===== src/design/uart_pkg.sv =====
// Purpose: Shared constants and types for the serial transceiver core.
// Assumes: Classic Wishbone slave with 32-bit data; registers sit in byte lane 0.
// Notes: Offsets are byte addresses of aligned words.
package uart_pkg;
   localparam logic [4:0] ADR_DATA = 5'h00;
   localparam logic [4:0] ADR_STATUS = 5'h04;
   localparam logic [4:0] ADR_CONTROL = 5'h08;
   localparam logic [4:0] ADR_FORMAT = 5'h0C;
   localparam logic [4:0] ADR_BAUD = 5'h10;
   // Status register bit positions.
   localparam int ST_RXC = 7;
   localparam int ST_TXC = 6;
   localparam int ST_UDRE = 5;
   localparam int ST_FE = 4;
   localparam int ST_DOR = 3;
   localparam int ST_UPE = 2;
   // Control register bit positions.
   localparam int CT_TXCIE = 6;
   localparam int CT_UDRIE = 5;
   localparam int CT_RXEN = 4;
   localparam int CT_TXEN = 3;
   localparam int CT_RXB8 = 1;
   localparam int CT_TXB8 = 0;
   // Format register bit positions; the size code occupies bits 2:0.
   localparam int FM_SYNC = 6;
   localparam int FM_PEN = 5;
   localparam int FM_PODD = 4;
   localparam int FM_STOP2 = 3;
   localparam logic [7:0] CONTROL_RST = 8'h00;
   localparam logic [7:0] FORMAT_RST = 8'h03;
   localparam logic [7:0] BAUD_RST = 8'h0C;
   localparam logic [2:0] SIZE_NINE = 3'h7;
   localparam logic [3:0] BITS_MIN = 4'h5;
   localparam logic [3:0] BITS_BYTE = 4'h8;
   localparam logic [3:0] BITS_NINE = 4'h9;
   // Sixteen samples per bit; the majority vote uses samples 8, 9 and 10.
   localparam logic [3:0] SAMPLE_LAST = 4'hF;
   localparam logic [3:0] SAMPLE_VOTE = 4'hA;
   localparam logic [3:0] SAMPLE_AFTER_START = 4'h2;
   localparam logic [1:0] RX_DEPTH = 2'h2;

   typedef enum logic [2:0] {
      S_IDLE = 3'b000,
      S_START = 3'b001,
      S_DATA = 3'b011,
      S_PAR = 3'b010,
      S_STOP = 3'b110
   } frame_state_t;

   typedef struct packed {
      logic cyc;
      logic stb;
      logic we;
      logic [4:0] adr;
      logic [3:0] sel;
      logic [31:0] dat;
   } wb_req_t;

   typedef struct packed {
      logic ninth;
      logic fe;
      logic dor;
      logic upe;
      logic [7:0] data;
   } rx_entry_t;
endpackage : uart_pkg


===== src/design/pin_sync3.sv =====
// Purpose: Three-stage synchroniser for the receive-data and transfer-clock pins.
// Assumes: Both pins idle high.
// Notes: A change is accepted only once stages two and three agree.
`timescale 1ns/1ns
module pin_sync3 (
   input logic clk_i,
   input logic rst_i,
   input logic [1:0] pin_i,
   output logic [1:0] level_o
);
   logic [1:0] s1_q;
   logic [1:0] s2_q;
   logic [1:0] s3_q;

   always_ff @(posedge clk_i) begin
      if (rst_i) begin
         s1_q <= 2'h3;
         s2_q <= 2'h3;
         s3_q <= 2'h3;
         level_o <= 2'h3;
      end else begin
         s1_q <= pin_i;
         s2_q <= s1_q;
         s3_q <= s2_q;
         level_o <= (s2_q & ~(s2_q ^ s3_q)) | (level_o & (s2_q ^ s3_q));
      end
   end
endmodule : pin_sync3


===== src/design/uart_core.sv =====
// Purpose: Serial transceiver core with transmit flags, parity and a buffered receiver.
// Assumes: Classic Wishbone slave; one clock; global interrupt masking lies outside.
// Notes: Receive buffer holds two frames plus one frame waiting in a separate hold register.
//
// Local design decisions: the Wishbone interface to the registers and the address map.
`timescale 1ns/1ns
module uart_core (
   input logic clk_i,
   input logic rst_i,
   input uart_pkg::wb_req_t wb_i,
   output logic wb_ack_o,
   output logic [31:0] wb_dat_o,
   output logic txd_o,
   output logic txd_oe_o,
   input logic rxd_i,
   output logic rxd_override_o,
   input logic xck_i,
   output logic tx_empty_irq_o,
   output logic tx_complete_irq_o,
   input logic tx_complete_ack_i
);
   import uart_pkg::*;

   logic [7:0] control_q;
   logic [7:0] format_q;
   logic [7:0] baud_q;
   logic [7:0] baud_cnt_q;
   logic ack_q;
   logic [31:0] dat_q;
   logic [1:0] pin_lvl;
   logic xck_prev_q;

   // Bus decode. A write takes effect on the edge where the master sees ack.
   wire req = wb_i.cyc && wb_i.stb;
   wire wr_ev = req && wb_i.we && wb_i.sel[0] && ack_q;
   wire rd_ev = req && !wb_i.we && ack_q;
   wire [7:0] wr_byte = wb_i.dat[7:0];
   wire wr_data = wr_ev && (wb_i.adr == ADR_DATA);
   wire wr_status = wr_ev && (wb_i.adr == ADR_STATUS);
   wire wr_control = wr_ev && (wb_i.adr == ADR_CONTROL);
   wire wr_format = wr_ev && (wb_i.adr == ADR_FORMAT);
   wire wr_baud = wr_ev && (wb_i.adr == ADR_BAUD);
   wire rd_data = rd_ev && (wb_i.adr == ADR_DATA);

   wire tx_complete_irq_en = control_q[CT_TXCIE];
   wire tx_buffer_empty_irq_en = control_q[CT_UDRIE];
   wire receiver_enable = control_q[CT_RXEN];
   wire transmitter_enable = control_q[CT_TXEN];
   wire tx_ninth_bit = control_q[CT_TXB8];
   wire [2:0] char_size_code = format_q[2:0];
   wire sync_mode = format_q[FM_SYNC];
   wire parity_enable_bit = format_q[FM_PEN];
   wire parity_odd_select = format_q[FM_PODD];
   wire stop_two = format_q[FM_STOP2];

   // Reserved size codes fall back to eight bits.
   wire [3:0] n_bits = (char_size_code == SIZE_NINE) ? BITS_NINE :
      (char_size_code[2] ? BITS_BYTE : BITS_MIN + {2'b00, char_size_code[1:0]});
   wire [8:0] char_mask = 9'h1FF >> (BITS_NINE - n_bits);

   always_ff @(posedge clk_i) begin
      if (rst_i) begin
         control_q <= CONTROL_RST;
         format_q <= FORMAT_RST;
         baud_q <= BAUD_RST;
      end else begin
         if (wr_control) control_q <= wr_byte;
         if (wr_format) format_q <= wr_byte;
         if (wr_baud) baud_q <= wr_byte;
      end
   end

   // Oversampling tick: sixteen per bit time in asynchronous mode.
   wire tick = (baud_cnt_q == 8'h00);

   always_ff @(posedge clk_i) begin
      if (rst_i) baud_cnt_q <= 8'h00;
      else baud_cnt_q <= tick ? baud_q : baud_cnt_q - 8'h01;
   end

   pin_sync3 u_sync (
      .clk_i(clk_i),
      .rst_i(rst_i),
      .pin_i({xck_i, rxd_i}),
      .level_o(pin_lvl)
   );

   always_ff @(posedge clk_i) begin
      if (rst_i) xck_prev_q <= 1'b1;
      else xck_prev_q <= pin_lvl[1];
   end

   wire xck_rise = pin_lvl[1] && !xck_prev_q;
   wire xck_fall = !pin_lvl[1] && xck_prev_q;

   // ---------------- Transmitter ----------------
   frame_state_t tx_st_q;
   frame_state_t tx_st_d;
   logic [3:0] tx_sc_q;
   logic [3:0] tx_cnt_q;
   logic [8:0] tx_buf_q;
   logic [8:0] tx_sh_q;
   logic tx_full_q;
   logic tx_par_q;
   logic tx_stop2_q;
   logic tx_active_q;
   logic txc_q;
   logic txd_d;
   logic txd_q;

   // Output changes on the falling transfer clock so the far end samples on the rise.
   wire tx_tick = sync_mode ? xck_fall : (tick && tx_sc_q == SAMPLE_LAST);
   wire tx_last_stop = (tx_st_q == S_STOP) && tx_tick && (!stop_two || tx_stop2_q);
   wire tx_load = tx_full_q && tx_active_q && ((tx_st_q == S_IDLE) || tx_last_stop);
   wire tx_parity = (^(tx_buf_q & char_mask)) ^ parity_odd_select;
   wire txc_set = tx_last_stop && !tx_full_q;
   wire txc_clr = tx_complete_ack_i || (wr_status && wr_byte[ST_TXC]);

   always_comb begin
      tx_st_d = tx_st_q;
      case (tx_st_q)
         S_IDLE: if (tx_load) tx_st_d = S_START;
         S_START: if (tx_tick) tx_st_d = S_DATA;
         S_DATA: if (tx_tick && tx_cnt_q == n_bits - 4'h1) begin
            tx_st_d = parity_enable_bit ? S_PAR : S_STOP;
         end
         S_PAR: if (tx_tick) tx_st_d = S_STOP;
         S_STOP: if (tx_last_stop) tx_st_d = tx_load ? S_START : S_IDLE;
         default: tx_st_d = S_IDLE;
      endcase
   end

   always_comb begin
      case (tx_st_q)
         S_START: txd_d = 1'b0;
         S_DATA: txd_d = tx_sh_q[0];
         S_PAR: txd_d = tx_par_q;
         default: txd_d = 1'b1;
      endcase
   end

   always_ff @(posedge clk_i) begin
      if (rst_i) begin
         tx_st_q <= S_IDLE;
         tx_sc_q <= 4'h0;
         tx_cnt_q <= 4'h0;
         tx_sh_q <= 9'h1FF;
         tx_par_q <= 1'b0;
         tx_stop2_q <= 1'b0;
         txd_q <= 1'b1;
      end else begin
         tx_st_q <= tx_st_d;
         tx_sc_q <= tx_load ? 4'h0 : tx_sc_q + {3'h0, tick};
         txd_q <= txd_d;
         tx_stop2_q <= (tx_st_q == S_STOP) && (tx_stop2_q || tx_tick) && !tx_last_stop;
         if (tx_load) begin
            tx_sh_q <= tx_buf_q;
            tx_par_q <= tx_parity;
         end else if (tx_st_q == S_DATA && tx_tick) begin
            tx_sh_q <= {1'b1, tx_sh_q[8:1]};
         end
         if (tx_st_q != S_DATA) tx_cnt_q <= 4'h0;
         else if (tx_tick) tx_cnt_q <= tx_cnt_q + 4'h1;
      end
   end

   // A write on the same edge as a load refills the buffer after the move.
   always_ff @(posedge clk_i) begin
      if (rst_i) begin
         tx_buf_q <= 9'h000;
         tx_full_q <= 1'b0;
         txc_q <= 1'b0;
         tx_active_q <= 1'b0;
      end else begin
         if (wr_data) tx_buf_q <= {tx_ninth_bit, wr_byte};
         tx_full_q <= wr_data || (tx_full_q && !tx_load);
         txc_q <= txc_set || (txc_q && !txc_clr);
         if (transmitter_enable) tx_active_q <= 1'b1;
         else if (tx_st_q == S_IDLE && !tx_full_q) tx_active_q <= 1'b0;
      end
   end

   assign txd_o = txd_q;
   assign txd_oe_o = tx_active_q;
   assign tx_empty_irq_o = tx_buffer_empty_irq_en && !tx_full_q;
   assign tx_complete_irq_o = tx_complete_irq_en && txc_q;

   a_write_fills_buffer: assert property (
      @(posedge clk_i) disable iff (rst_i) wr_data |=> tx_full_q)
      else $error("Data write did not mark the transmit buffer full.");
   a_flag_tracks_move: assert property (
      @(posedge clk_i) disable iff (rst_i) $fell(tx_full_q) |-> $past(tx_load))
      else $error("Transmit buffer emptied without a move to the shifter.");
   a_empty_request_drop: assert property (
      @(posedge clk_i) disable iff (rst_i)
      (tx_empty_irq_o && wr_data) |=> !tx_empty_irq_o)
      else $error("Buffer-empty request stayed high after a data write.");
   a_complete_cause: assert property (
      @(posedge clk_i) disable iff (rst_i)
      $rose(txc_q) |-> $past(tx_st_q == S_STOP && !tx_full_q))
      else $error("Transmit-complete set outside the final stop bit.");
   a_complete_service: assert property (
      @(posedge clk_i) disable iff (rst_i)
      (tx_complete_ack_i && !txc_set) |=> !tx_complete_irq_o)
      else $error("Transmit-complete request survived its service.");
   a_parity_on_pin: assert property (
      @(posedge clk_i) disable iff (rst_i)
      (tx_st_q == S_PAR) |=> (txd_o == $past(tx_par_q)))
      else $error("Parity bit not driven during the parity slot.");
   a_disable_deferred: assert property (
      @(posedge clk_i) disable iff (rst_i)
      (tx_st_q != S_IDLE || (tx_full_q && tx_active_q)) |=> txd_oe_o)
      else $error("Transmitter released the pin with data still to send.");
   a_pin_released: assert property (
      @(posedge clk_i) disable iff (rst_i)
      (!transmitter_enable && tx_st_q == S_IDLE && !tx_full_q) |=> !txd_oe_o)
      else $error("Idle disabled transmitter still overrides the pin.");
   a_idle_line_high: assert property (
      @(posedge clk_i) disable iff (rst_i) (tx_st_q == S_IDLE) |=> txd_o)
      else $error("Transmit line not high while idle.");

   // ---------------- Receiver ----------------
   frame_state_t rx_st_q;
   frame_state_t rx_st_d;
   logic [3:0] rx_sc_q;
   logic [3:0] rx_cnt_q;
   logic [2:0] rx_maj_q;
   logic [8:0] rx_sh_q;
   logic rx_pbit_q;
   rx_entry_t fifo_q [RX_DEPTH];
   logic rd_ptr_q;
   logic wr_ptr_q;
   logic [1:0] count_q;
   rx_entry_t hold_q;
   logic hold_v_q;
   logic dor_pend_q;
   rx_entry_t rx_new;
   rx_entry_t push_val;

   wire rx_bit = pin_lvl[0];
   wire [2:0] maj_now = {rx_maj_q[1:0], rx_bit};
   wire rx_vote = (maj_now[0] & maj_now[1]) | (maj_now[1] & maj_now[2]) |
      (maj_now[0] & maj_now[2]);
   wire rx_eval = sync_mode ? xck_rise : (tick && rx_sc_q == SAMPLE_VOTE);
   wire rx_val = sync_mode ? rx_bit : rx_vote;
   wire rx_start_det = receiver_enable && (rx_st_q == S_IDLE) && !rx_bit &&
      (sync_mode ? xck_rise : tick);
   wire rx_done = receiver_enable && (rx_st_q == S_STOP) && rx_eval;
   // Data shifts in LSB first, so a short character ends up in the high bits.
   wire [8:0] rx_word = rx_sh_q >> (BITS_NINE - n_bits);
   wire rx_upe = parity_enable_bit && (((^rx_word) ^ parity_odd_select) != rx_pbit_q);
   wire fifo_full = (count_q == RX_DEPTH);
   wire pop = rd_data && (count_q != 2'h0);
   wire push_hold = hold_v_q && (!fifo_full || pop);
   wire push = push_hold || (rx_done && !hold_v_q && (!fifo_full || pop));
   wire rx_to_hold = rx_done && (hold_v_q ? push_hold : !push);
   wire dor_set = (rx_start_det && hold_v_q && fifo_full) || (rx_done && !push && !rx_to_hold);
   rx_entry_t head;
   assign head = fifo_q[rd_ptr_q];

   assign rx_new = {rx_word[8], !rx_val, 1'b0, rx_upe, rx_word[7:0]};

   // Overrun marks the first frame stored after the loss.
   always_comb begin
      push_val = push_hold ? hold_q : rx_new;
      push_val.dor = dor_pend_q;
   end

   always_comb begin
      rx_st_d = rx_st_q;
      case (rx_st_q)
         S_IDLE: if (rx_start_det) rx_st_d = sync_mode ? S_DATA : S_START;
         S_START: if (rx_eval) rx_st_d = rx_val ? S_IDLE : S_DATA;
         S_DATA: if (rx_eval && rx_cnt_q == n_bits - 4'h1) begin
            rx_st_d = parity_enable_bit ? S_PAR : S_STOP;
         end
         S_PAR: if (rx_eval) rx_st_d = S_STOP;
         S_STOP: if (rx_eval) rx_st_d = S_IDLE;
         default: rx_st_d = S_IDLE;
      endcase
      if (!receiver_enable) rx_st_d = S_IDLE;
   end

   always_ff @(posedge clk_i) begin
      if (rst_i) begin
         rx_st_q <= S_IDLE;
         rx_sc_q <= 4'h0;
         rx_cnt_q <= 4'h0;
         rx_maj_q <= 3'h7;
         rx_sh_q <= 9'h000;
         rx_pbit_q <= 1'b0;
      end else begin
         rx_st_q <= rx_st_d;
         rx_sc_q <= rx_start_det ? SAMPLE_AFTER_START : rx_sc_q + {3'h0, tick};
         if (tick) rx_maj_q <= maj_now;
         if (rx_st_q == S_DATA && rx_eval) rx_sh_q <= {rx_val, rx_sh_q[8:1]};
         if (rx_st_q == S_PAR && rx_eval) rx_pbit_q <= rx_val;
         if (rx_st_q != S_DATA) rx_cnt_q <= 4'h0;
         else if (rx_eval) rx_cnt_q <= rx_cnt_q + 4'h1;
      end
   end

   // Disabling the receiver flushes the buffer and any waiting frame.
   always_ff @(posedge clk_i) begin
      if (rst_i || !receiver_enable) begin
         rd_ptr_q <= 1'b0;
         wr_ptr_q <= 1'b0;
         count_q <= 2'h0;
         hold_v_q <= 1'b0;
         hold_q <= '0;
         dor_pend_q <= 1'b0;
      end else begin
         count_q <= count_q + {1'b0, push} - {1'b0, pop};
         if (push) wr_ptr_q <= !wr_ptr_q;
         if (pop) rd_ptr_q <= !rd_ptr_q;
         if (rx_to_hold) hold_q <= rx_new;
         hold_v_q <= rx_to_hold || (hold_v_q && !push_hold);
         dor_pend_q <= dor_set || (dor_pend_q && !push);
      end
   end

   genvar gi;
   generate
      for (gi = 0; gi < RX_DEPTH; gi++) begin : g_entry
         always_ff @(posedge clk_i) begin
            if (rst_i) fifo_q[gi] <= '0;
            else if (push && wr_ptr_q == gi) fifo_q[gi] <= push_val;
         end
      end
   endgenerate

   a_start_validated: assert property (
      @(posedge clk_i) disable iff (rst_i)
      (rx_st_q == S_START && rx_eval && rx_val) |=> (rx_st_q == S_IDLE))
      else $error("Rejected start bit still began a frame.");
   a_single_stop: assert property (
      @(posedge clk_i) disable iff (rst_i) rx_done |=> (rx_st_q == S_IDLE))
      else $error("Receiver waited for a second stop bit.");
   a_frame_buffered: assert property (
      @(posedge clk_i) disable iff (rst_i)
      (rx_done && !hold_v_q && count_q == 2'h0) |=> (count_q == 2'h1))
      else $error("Received frame not moved into the buffer.");
   a_flush_on_disable: assert property (
      @(posedge clk_i) disable iff (rst_i) !receiver_enable |=> (count_q == 2'h0))
      else $error("Receive buffer not flushed when disabled.");

   // ---------------- Register read ----------------
   logic [7:0] status_rd;
   logic [7:0] control_rd;
   logic [7:0] rd_mux;

   always_comb begin
      status_rd = 8'h00;
      status_rd[ST_RXC] = (count_q != 2'h0);
      status_rd[ST_TXC] = txc_q;
      status_rd[ST_UDRE] = !tx_full_q;
      status_rd[ST_FE] = head.fe && (count_q != 2'h0);
      status_rd[ST_DOR] = head.dor && (count_q != 2'h0);
      status_rd[ST_UPE] = head.upe && (count_q != 2'h0);
      control_rd = control_q;
      control_rd[CT_RXB8] = head.ninth && (count_q != 2'h0);
      case (wb_i.adr)
         ADR_DATA: rd_mux = (count_q != 2'h0) ? head.data : 8'h00;
         ADR_STATUS: rd_mux = status_rd;
         ADR_CONTROL: rd_mux = control_rd;
         ADR_FORMAT: rd_mux = format_q;
         ADR_BAUD: rd_mux = baud_q;
         default: rd_mux = 8'h00;
      endcase
   end

   always_ff @(posedge clk_i) begin
      if (rst_i) begin
         ack_q <= 1'b0;
         dat_q <= 32'h0000_0000;
      end else begin
         ack_q <= req && !ack_q;
         if (req && !ack_q) dat_q <= {24'h00_0000, rd_mux};
      end
   end

   assign wb_ack_o = ack_q;
   assign wb_dat_o = dat_q;
   assign rxd_override_o = receiver_enable;
endmodule : uart_core


===== config.mk =====
export PLATFORM = sky130hd
export DESIGN_NAME = uart_core
export DESIGN_NICKNAME = d
export VERILOG_FILES = /design/src/design/uart_pkg.sv /design/src/design/pin_sync3.sv /design/src/design/uart_core.sv
export SDC_FILE = /design/constraint.sdc
export NUM_CORES = 1
export LEC_CHECK = 0
export CAP_MARGIN = 20
export CORE_MARGIN = 2
export CORE_UTILIZATION = 35
export DETAILED_ROUTE_END_ITERATION = 8
export DONT_BUFFER_PORTS = 1
export GPL_TIMING_DRIVEN = 1
export SYNTH_ARGS = -nofsm -noshare
export SYNTH_HDL_FRONTEND = slang
export SYNTH_SLANG_ARGS = --single-unit
export TNS_END_PERCENT = 20

===== constraint.sdc =====
create_clock -name clk_i -period 9.3 [get_ports clk_i]
set_clock_uncertainty 0.2 [all_clocks]
set_input_delay 0.465 -clock clk_i [delete_from_list [all_inputs] [get_ports clk_i]]
set_output_delay 0.465 -clock clk_i [all_outputs]
set_load 0.02 [all_outputs]

==> key figures, run 1 <==
Floorplan
  – Die ar.: approximately 23000 um^2
  – Io pins: slightly below 90
  – Core area: between 20000 and 25000 um^2
  – Die H: approximately 150 um
  – Core Rows: between 50 and 60
  – DIE WIDTH: 152 um
  – Starting density of the core: a little over a third

Placed design
  – RePlAce Congestion: between 0.8 and 0.9
  – Port Buffers: 0
  – DPL Wire Length: roughly 13 mm

Yosys
  – Yosys warnings: 0
  – Post-synthesis compound-gate area fraction: between 10% and 20%
  – Syn Inst Count: 841
  – Register area share after synthesis: 42.0%
  – Post-Synth Simple-Gate Area: between 15 and 20%
  – EDFF count, synth: 24
  – XOR/XNOR share of the synthesized area: under 10%
  – Synth Area in Adders: approximately 2.6%
  – Dominant synthesized flop cell: dfxtp_1
  – Count of cell types in the netlist: between 60 and 70
  – Main combinational cell family by area after synthesis: simple AND/OR/NAND/NOR gates
  – Register bit count reported by yosys: between 100 and 150
  – Synthesized cell area: around 7700 um^2
  – Async SR Flop Fraction: 0%
  – Mean Syn Cell Area: between 9 and 10 um^2
  – Multiplexer share of the synthesized area: between 10 and 15%

Clocking
  – Root buffer cell: clkbuf_16
  – Reg clk slew, reported paths: approximately 0.060 ns
  – Clk buf depth: 2
  – Sink Count: between 100 and 150
  – Post-CTS Hold Fix Bufs: 11
  – CTS tree: yes
  – Clock Latency Late Sink: about 0.42 ns
  – Post-CTS Resized: 0
  – H-Tree Depth: 4
  – Postcts setup bufs: 0
  – Total CTS buffers: 17

Timing
  – Final Max Tran Viols: 0
  – RSZ-0062 raised after global routing: no
  – Final setup violation count: 0
  – Least-Margin Pin Slew: approximately 0.84 ns
  – Fmax achieved: ~220 MHz
  – Final TNS setup: 0 ns
  – Final hold violations: 0
  – Worst slew margin: 43.9%
  – Final period util: 48.2%
  – Minimum clock period after layout: approximately 4.5 ns

GRT
  – GRT Residual Overflow: 0
  – Pin count of the biggest net entering global routing: 94
  – Vias in the first global route: 5328
  – GRT Util Overall: between 15 and 20%
  – Global-route wire length before repair: ~30 mm
  – Initial antenna violation count: 2

Critical path
  – WP data required: between 9 and 10 ns
  – Setup crit end kind: register
  – Worst EP arrival: between 4 and 5 ns
  – CP Class: reg2reg
  – CP max FO: 22
  – Startpoint Class: register

Layout
  – Area delta synth->final: 10.3%
  – Share of layout cells above drive strength 1: under 10%
  – Nets: between 800 and 900

Routing
  – Antenna-violating nets left: 0
  – Drt via density: between 5 and 6
  – Wirelength per Cell: about 16 um
  – Router iterations before antenna repair: 7
  – Initial detailed-routing violation count: approximately 370
  – DR vias: approximately 5700
  – DR DRC count: 0
  – WL final: around 18 mm

Run
  – Maxcap violations: 0

Pwr
  – Max IR drop VDD: between 0.0001 and 0.00015 V
  – Cell Pwr Density: around 180 nW/um^2
  – Static Leak: around 3.2 nW
  – Total design power: ~1.5 mW

Run status
  – Status: complete, no violations

Hold path
  – Min-delay worst type: in2reg
==> power by group <==
group          total (mW)  internal [mW]  switching, mW  leakage [nW]
combinational       0.147         0.0597         0.0870          1.67
sequential          0.702          0.682         0.0196          1.24
clock               0.672          0.385          0.287         0.277
==> metal layers <==
layer  global-route usage [%]  part of all wire [%]  wire length [um]  vias up
li1                         -                     -                 -     2872
met5                        0                     0                 0        -
met4                     5.43                   2.1               383        0
met2                     26.4                    47              8760      114
met1                     21.4                    47              8720     2710
met3                     2.85                   3.2               596       29
==> registers in the layout, summed over array words and instances, names as in the netlist, 3 cells and up, named ones only <==
register,flops
baud_cnt_q,8
baud_q,8
control_q,7
fifo_q,24
format_q,8
hold_q,11
rx_cnt_q,4
rx_sc_q,4
rx_sh_q,9
rx_st_q,3
tx_buf_q,9
tx_cnt_q,4
tx_sc_q,4
tx_sh_q,9
tx_st_q,3
wb_dat_o,8
==> through the flow <==
| stage | instance area [um^2] | hold slack [ns] | instances | util [%] | setup slack [ns] |
|---|---|---|---|---|---|
| final | 8460 | 0.0142 | 1124 | 39.0 | 4.82 |
| after global routing | 8460 | 0.0205 | 1124 | 39.0 | 4.36 |
| after CTS | 8450 | 0.00261 | 1122 | 39.0 | 4.74 |
| after detailed placement | 7750 | 0.200 | 1079 | 35.7 | 4.78 |
| after global placement | 7750 | 0.202 | 1079 | 35.7 | 4.80 |
| after floorplan | 7760 | 0.189 | 864 | - | 5.88 |
==> Yosys cell counts, drive strengths merged, types with 3 or more instances <==
| cell type | count | area (um^2) |
|---|---|---|
| o21bai | 6 | 48.8 |
| xnor2 | 23 | 201 |
| inv | 18 | 67.6 |
| mux2 | 14 | 158 |
| a211oi | 10 | 80.1 |
| dfxtp | 125 | 2500 |
| nor3b | 3 | 22.5 |
| or2 | 13 | 81.3 |
| nor3 | 18 | 90.1 |
| or3 | 8 | 50.1 |
| and3 | 5 | 31.3 |
| a222oi | 4 | 40.0 |
| nor2 | 143 | 544 |
| a221oi | 12 | 111 |
| nand3 | 7 | 35.0 |
| a211o | 4 | 35.0 |
| and2 | 5 | 31.3 |
| nand2b | 10 | 62.6 |
| o21ai | 28 | 144 |
| buf | 34 | 261 |
| o22ai | 9 | 56.3 |
| a22oi | 8 | 60.1 |
| nor2b | 22 | 138 |
| a21oi | 37 | 185 |
| nand3b | 6 | 45.0 |
| nand4 | 4 | 25.0 |
| mux2i | 76 | 761 |
| nand2 | 60 | 225 |
| a31oi | 3 | 18.8 |
| edfxtp | 24 | 721 |
| mux4 | 3 | 67.6 |
| clkbuf | 37 | 140 |
| xor2 | 17 | 149 |
| a21boi | 4 | 33.8 |
| ha | 16 | 200 |
==> kinds of logic after synthesis <==
group / after synthesis
AOI/OAI and AO/OA: 137
xor gates and xnor gates: 41
adders and majority gates: 16
buffers and inverters: 89
DFF: 149
muxes: 93
other: 1
and+or+nand+nor: 315
==> cells in the final DEF (no fill, tap or decap), types with 11 or more instances in the layout <==
master	instances
clkbuf_16	18
o21ai_0	27
nor3_1	18
dfxtp_1	125
nor2_1	142
ha_1	16
mux2i_1	76
a21oi_1	37
xnor2_1	23
conb_1	24
nand2_1	60
mux2_2	14
xor2_1	17
inv_1	18
or2_2	12
edfxtp_1	24
a221oi_1	11
nor2b_1	22
==> critical path, stage by stage (launching register included) <==
cell	delay [ns]
dfxtp_1	0.86
ha_1	0.51
nor2b_1	0.42
ha_1	0.51
o21ai_0	0.16
a2111oi_0	0.09
a221oi_1	0.49
xnor3_1	0.52
xnor2_1	0.33
o21ai_0	0.12
==> worst paths after layout <==
check / startpoint / end / slack, ns / cells past startpoint
setup reg to reg: format_q[0] / fifo_q[0][8] / 4.82 / 9
hold reg to reg: u_sync.s1_q[0] / u_sync.s2_q[0] / 0.21 / 1
hold / removal: wb_i[2] / control_q[2] / 0.01 / 2
setup / recovery: format_q[0] / fifo_q[0][8] / 4.82 / 9
==> final cells by class <==
type,instances,area (um^2)
multi-input combinational,626,4070
sequential,149,3220
inverter,18,67.6
clock inverter,14,124
fill,2133,13200
antenna,2,5.00
clock buffer,18,450
tap,280,350
timing repair buffer,17,173
Power figures use the tool's default switching activity.
==> inputs of run 2 (changes only) <==
Settings changed: ABC_AREA from default to 1.
Clock period 9.3 ns to 4.7 ns, I/O delays scaled along.
==> key figures, run 2 <==
Run status
  – Status: complete, no violations

Floorplan
  – DIE WIDTH: ~150 um
  – Die ar.: roughly 23000 um^2
  – Starting density of the core: between 30% and 40%
  – Die H: ~150 um
  – Core Rows: between 50 and 60
  – Core area: between 20000 and 25000 um^2
  – Io pins: 87

Timing
  – Final TNS setup: 0 ns
  – Least-Margin Pin Slew: around 0.79 ns
  – Minimum clock period after layout: 3.80 ns
  – RSZ-0062 raised after global routing: no
  – Final Max Tran Viols: 0
  – Worst slew margin: 46.7%
  – Final hold violations: 0
  – Final period util: around 81%
  – Fmax achieved: between 200 and 300 MHz
  – Final setup violation count: 0

Yosys
  – Top post-synthesis cells by count: nand2_1 (156), nor2_1 (126), dfxtp_1 (125), inv_1 (109), o21ai_0 (95)
  – Synthesized cell area: 7550 um^2
  – Dominant synthesized flop cell: dfxtp_1
  – Post-synth top area cell: dfxtp_1
  – Synth top area cells: dfxtp_1 (33%), edfxtp_1 (9.5%), nand2_1 (7.8%), o21ai_0 (6.3%), nor2_1 (6.3%)
  – Count of cell types in the netlist: 53
  – Register area share after synthesis: a little over two fifths
  – Register bit count reported by yosys: roughly 150
  – Syn Inst Count: between 900 and 1000
  – Mean Syn Cell Area: roughly 7.6 um^2
  – Async SR Flop Fraction: 0%
  – Yosys warnings: 0
  – Most frequent cell after synthesis: nand2_1
  – Share of the synthesized area in the top cell type: ~33%
  – EDFF count, synth: 24

Hold path
  – Min-delay src: wb_i[41]
  – Hold Path Stages: 4
  – Hold path endpoint: rd_ptr_q
  – Min-delay worst type: in2reg

Routing
  – Drt via density: ~5
  – DR vias: between 6000 and 7000
  – Initial detailed-routing violation count: approximately 460
  – Wirelength per Cell: ~15 um
  – Antenna-violating nets left: 0
  – WL final: between 15 and 20 mm
  – DR DRC count: 0
  – Router iterations before antenna repair: 5

Placed design
  – DPL Wire Length: 13.6 mm
  – RePlAce Congestion: about 0.87
  – Placed cells: roughly 1200
  – Port Buffers: 0

GRT
  – Initial antenna violation count: 1
  – Vias in the first global route: just under 6000
  – GRT Util Overall: ~17%
  – Global-route wire length before repair: between 30 and 40 mm
  – Pin count of the biggest net entering global routing: 66
  – GRT Residual Overflow: 0

Layout
  – Area delta synth->final: 12.7%
  – Largest registers: fifo_q (24), hold_q (11)
  – Nets: ~1100
  – Post-layout util: roughly 40%
  – Max reg flops: 24
  – Share of layout cells above drive strength 1: 7.98%
  – Largest Register: fifo_q
  – Most common cell after layout, fill and taps aside: nand2_1
  – Most frequent cells in the layout: nand2_1 (156), nor2_1 (126), dfxtp_1 (125)
  – Final Non-Filler Cells: roughly 1300

Clocking
  – Sink Count: 149
  – Total CTS buffers: 17
  – Postcts setup bufs: 0
  – Clk buf depth: 2
  – CTS tree: yes
  – Clock Latency Late Sink: between 0.4 and 0.5 ns
  – Root buffer cell: clkbuf_16
  – H-Tree Depth: 4
  – Reg clk slew, reported paths: 0.06 ns

Critical path
  – FF-to-FF End: fifo_q[0][8]
  – CP max FO: 18
  – Setup crit end kind: register
  – RR Startpoint: format_q[0]
  – R2R Setup Slk: approximately 0.9 ns
  – WP data required: 4.66 ns
  – R2R depth: 19
  – CP Class: reg2reg
  – Worst EP arrival: about 3.8 ns
  – Startpoint Class: register

Pwr
  – Max IR drop VDD: around 0.00025 V
  – Static Leak: approximately 3.5 nW
  – Cell Pwr Density: ~390 nW/um^2

Run
  – Maxcap violations: 0
## run 2: cell count changes after synthesis, sizes merged, moves of 13 or more
cell	previous run	this run
clkbuf	37	13
mux2	14	0
inv	18	115
mux2i	76	2
nand3	7	60
a21oi	37	73
nor2b	22	0
o211ai	1	14
o21ai	28	100
nand2	60	166
## run 2: final cells by class
type	instances	area [um^2]
multi-input combinational	693	3610
fill	2152	12600
inverter	120	450
clock inverter	10	164
timing repair buffer	22	215
tap	275	344
sequential	149	3220
antenna	2	5.00
clock buffer	21	503
## run 2: worst max-delay path, cell delays in order (launching register included)
cell and delay (ns):
dfxtp_1 0.52, ha_1 0.33, nand2_4 0.21, inv_2 0.17, ha_1 0.50, inv_1 0.23, nor2_4 0.22, nand4_1 0.20
nand2_1 0.10, nand2_1 0.07, inv_1 0.05, nand3_1 0.06, nand2_1 0.08, nor2_1 0.04, nor2_1 0.14, nand3_1 0.09
nand3_1 0.10, nand2_1 0.06, nand2_1 0.10, nor2_1 0.04
## run 2: layer usage
metal	part of all wire [%]	routed length, um	vias to the layer above	global-route usage (%)
li1	-	-	3276	-
met1	47	8950	2956	22.8
met2	47	8930	159	28.7
met3	4.6	869	33	3.64
met4	1.8	349	0	6.36
met5	0	0	-	0
## run 2: per-stage QoR
stage | hold WS (ns) | instance area, um^2 | setup WS (ns) | total power, mW
floorplan | 0.139 | 7640 | 1.63 | 1.76
global placement | 0.118 | 7670 | 1.01 | 1.81
detailed placement | 0.120 | 7670 | 0.927 | 1.82
CTS | 0.000336 | 8510 | 0.932 | 3.36
global route | 0.0521 | 8510 | 0.497 | 3.48
finish | 0.00665 | 8510 | 0.903 | 3.34
## run 2: kinds of logic after synthesis
family                   after synthesis  share of synthesized area, %
AND/OR/NAND/NOR                      401                          23.6
AO/OA/AOI/OAI                        225                          17.0
buffers and inverters                174                          10.7
flip-flops                           149                          42.7
XOR/XNOR                              24                          2.88
adder cells (fa/ha/maj)               17                          2.78
multiplexers                           2                         0.265
other                                  1                        0.0497
## run 2: power by group
part	switching, mW	internal (mW)
registers	0.0543	1.37
clock network	0.546	0.979
logic	0.251	0.144
## run 2: repair_timing
action	in CTS	in global routing
gates resized for setup	0	0
endpoints found under the hold margin	75	0
hold buffers	16	0
## run 2: worst max path at each step
stage / slack (ns) / cells past startpoint / end / start
after floorplan: 1.63 / 21 / fifo_q[0][8] / format_q[0]
after global placement: 1.01 / 17 / fifo_q[0][8] / format_q[0]
after detailed placement: 0.93 / 17 / fifo_q[0][8] / format_q[0]
after CTS: 0.93 / 17 / fifo_q[0][8] / format_q[0]
after global routing: 0.50 / 19 / fifo_q[0][8] / format_q[0]
final: 0.90 / 19 / fifo_q[0][8] / format_q[0]
==> inputs of run 3 (changes only) <==
Settings changed: ABC_AREA 1 to 0.
Clock period 4.7 ns to 3.2 ns, I/O delays scaled along.
==> key figures, run 3 (synthesis gave the netlist of run 1 again) <==
Run status
  – Status: complete, no violations

GRT
  – Global-route wire length before repair: 30.1 mm
  – Met1 Usage GRT: a little over a fifth
  – Most Crowded Layer GR: met2
  – Vias in the first global route: 5602
  – GRT Residual Overflow: 0
  – Initial antenna violation count: 1
  – GRT Util Overall: about 16%
  – Pin count of the biggest net entering global routing: 103
  – Met2 GRT Util: between 20% and 30%
  – GRT met3 Usage: around 3.4%

Clocking
  – Root buffer cell: clkbuf_16
  – Reg clk slew, reported paths: ~0.06 ns
  – CTS tree: yes
  – Total CTS buffers: 17
  – Clk buf depth: 2
  – Postcts setup bufs: 0
  – H-Tree Depth: 4
  – Clock Latency Late Sink: between 0.4 and 0.5 ns
  – Sink Count: 149

Layout
  – Most common cell after layout, fill and taps aside: nor2_1
  – Most frequent cells in the layout: nor2_1 (140), dfxtp_1 (121), mux2i_1 (76)
  – Area delta synth->final: 17.0%
  – Largest registers: fifo_q (24), hold_q (11)
  – Post-layout util: between 40 and 50%
  – Share of layout cells above drive strength 1: approximately 15%
  – Largest Register: fifo_q
  – Max reg flops: 24
  – Nets: 950

Floorplan
  – Die ar.: between 20000 and 25000 um^2
  – Core Rows: between 50 and 60
  – Starting density of the core: a little over a third
  – DIE WIDTH: ~150 um
  – Die H: between 150 and 200 um
  – Io pins: 87
  – Core area: between 20000 and 25000 um^2

Routing
  – WL final: 18.6 mm
  – Drt via density: 5.01
  – Initial detailed-routing violation count: about 370
  – DR DRC count: 0
  – DR vias: 5905
  – Wirelength per Cell: 15.8 um
  – Router iterations before antenna repair: 8
  – Antenna-violating nets left: 0

Timing
  – RSZ-0062 raised after global routing: yes
  – Least-Margin Pin Slew: around 0.7 ns
  – Final Max Tran Viols: 0
  – Final period util: between 90% and 100%
  – WHS: 0.0639 ns
  – Fmax achieved: 318 MHz
  – Final setup violation count: 0
  – Minimum clock period after layout: between 3 and 4 ns
  – Worst slew margin: between 50 and 60%
  – Final hold violations: 0

Pwr
  – Sequential Power Share: 45.2%
  – Cell Pwr Density: ~500 nW/um^2
  – Static Leak: 3.45 nW
  – Total design power: between 4 and 5 mW
  – Combinational Power Share: 11.3%
  – Switching Fraction: approximately 25%
  – Internal power: about 3.4 mW
  – Max IR drop VDD: between 0.0004 and 0.0005 V
  – Power share of the clock group: between 40% and 50%
  – Net Sw Power: about 1.1 mW

Critical path
  – Setup crit end kind: register
  – Worst-path cell chain: ha_1, or2_2, buf_4, ha_2, buf_4, nor2b_4, mux2_2, a21oi_1, o21ai_0, a222oi_1, xnor2_1, a211oi_2
  – Worst path max stage delay: between 0.4 and 0.5 ns
  – WP data required: 3.35 ns
  – Startpoint Class: register
  – CP Class: reg2reg
  – R2R depth: 12
  – Critical Path Slowest Stage Cell: a222oi_1
  – Critical path origin: format_q[0]
  – CP max FO: 8
  – CP dominant cell by count: buf_4
  – Worst EP arrival: approximately 3.3 ns
  – RR Startpoint: format_q[0]

Run
  – Maxcap violations: 0

Placed design
  – DPL Wire Length: 13.2 mm
  – RePlAce Congestion: approximately 0.8
  – Port Buffers: 0

Hold path
  – Hold Path Stages: 4
  – Min-delay worst type: in2reg
  – Min-delay src: wb_i[36]
## run 3: cell types whose count changed in the layout (fill, tap and decap cells not counted), sizes merged, moves of 10 or more
cell / previous run / this run
nand2: 166 / 60
inv: 117 / 20
mux2i: 2 / 76
o21ai: 100 / 28
nand3: 60 / 7
buf: 7 / 53
a21oi: 73 / 37
nor2b: 0 / 22
mux2: 0 / 14
o211ai: 14 / 1
xnor2: 11 / 23
nand2b: 0 / 10
nor2: 133 / 143
## run 3: layout make-up
cell class,count,area [um^2]
timing repair buffer,73,618
tap,280,350
clock inverter,12,131
antenna,1,2.50
fill,2132,12700
clock buffer,20,437
inverter,18,67.6
sequential,149,3230
multi-input combinational,626,4140
## run 3: path summary, 6_finish.rpt
| kind | end | slack, ns |
|---|---|---|
| worst min-delay path | wb_dat_o[3] | 0.06 |
| worst max-delay path | tx_par_q | 0.06 |
| worst max register to register | tx_par_q | 0.06 |
| worst min register to register | u_sync.s2_q[0] | 0.21 |
## run 3: worst max-delay path: cells and delay by family, from the launching register on
family | cells | cell delay, ns
adder cells (fa/ha/maj) | 2 | 0.41
AO/OA/AOI/OAI | 4 | 0.88
buffers and inverters | 2 | 0.32
XOR/XNOR | 1 | 0.15
multiplexers | 1 | 0.34
flip-flops | 1 | 0.36
AND/OR/NAND/NOR | 2 | 0.40
## run 3: repair_timing
item	CTS	global route
resized for setup	0	25
setup endpoints to repair	0	8
hold buffers	21	0
endpoints found under the hold margin	151	0
## run 3: power groups by stage
| stage | combinational, mW | clock [mW] | sequential, mW |
|---|---|---|---|
| floorplan | 0.386 | 0 | 2.06 |
| global placement | 0.433 | 0 | 2.07 |
| detailed placement | 0.448 | 0 | 2.07 |
| CTS | 0.500 | 2.00 | 2.03 |
| global route | 0.570 | 2.08 | 2.04 |
| finish | 0.507 | 1.95 | 2.03 |
## run 3: metrics by stage
step           worst slack, ns  setup TNS (ns)  instances  area, um^2
2_1_floorplan           -0.215           -5.35        864        7760
6_report                0.0591               0       1179        8970
3_5_place_dp          -0.00983         -0.0117       1125        8100
4_1_cts                0.00937               0       1178        8890
5_1_grt               -0.00650        -0.00650       1179        8970
3_3_place_gp            0.0300               0       1125        8100
## run 3: layer usage
metal | share of wire [%] | up-vias
met5 | 0 | -
met4 | 2.0 | 0
met3 | 3.5 | 26
met2 | 48 | 102
met1 | 47 | 2791
li1 | - | 2986
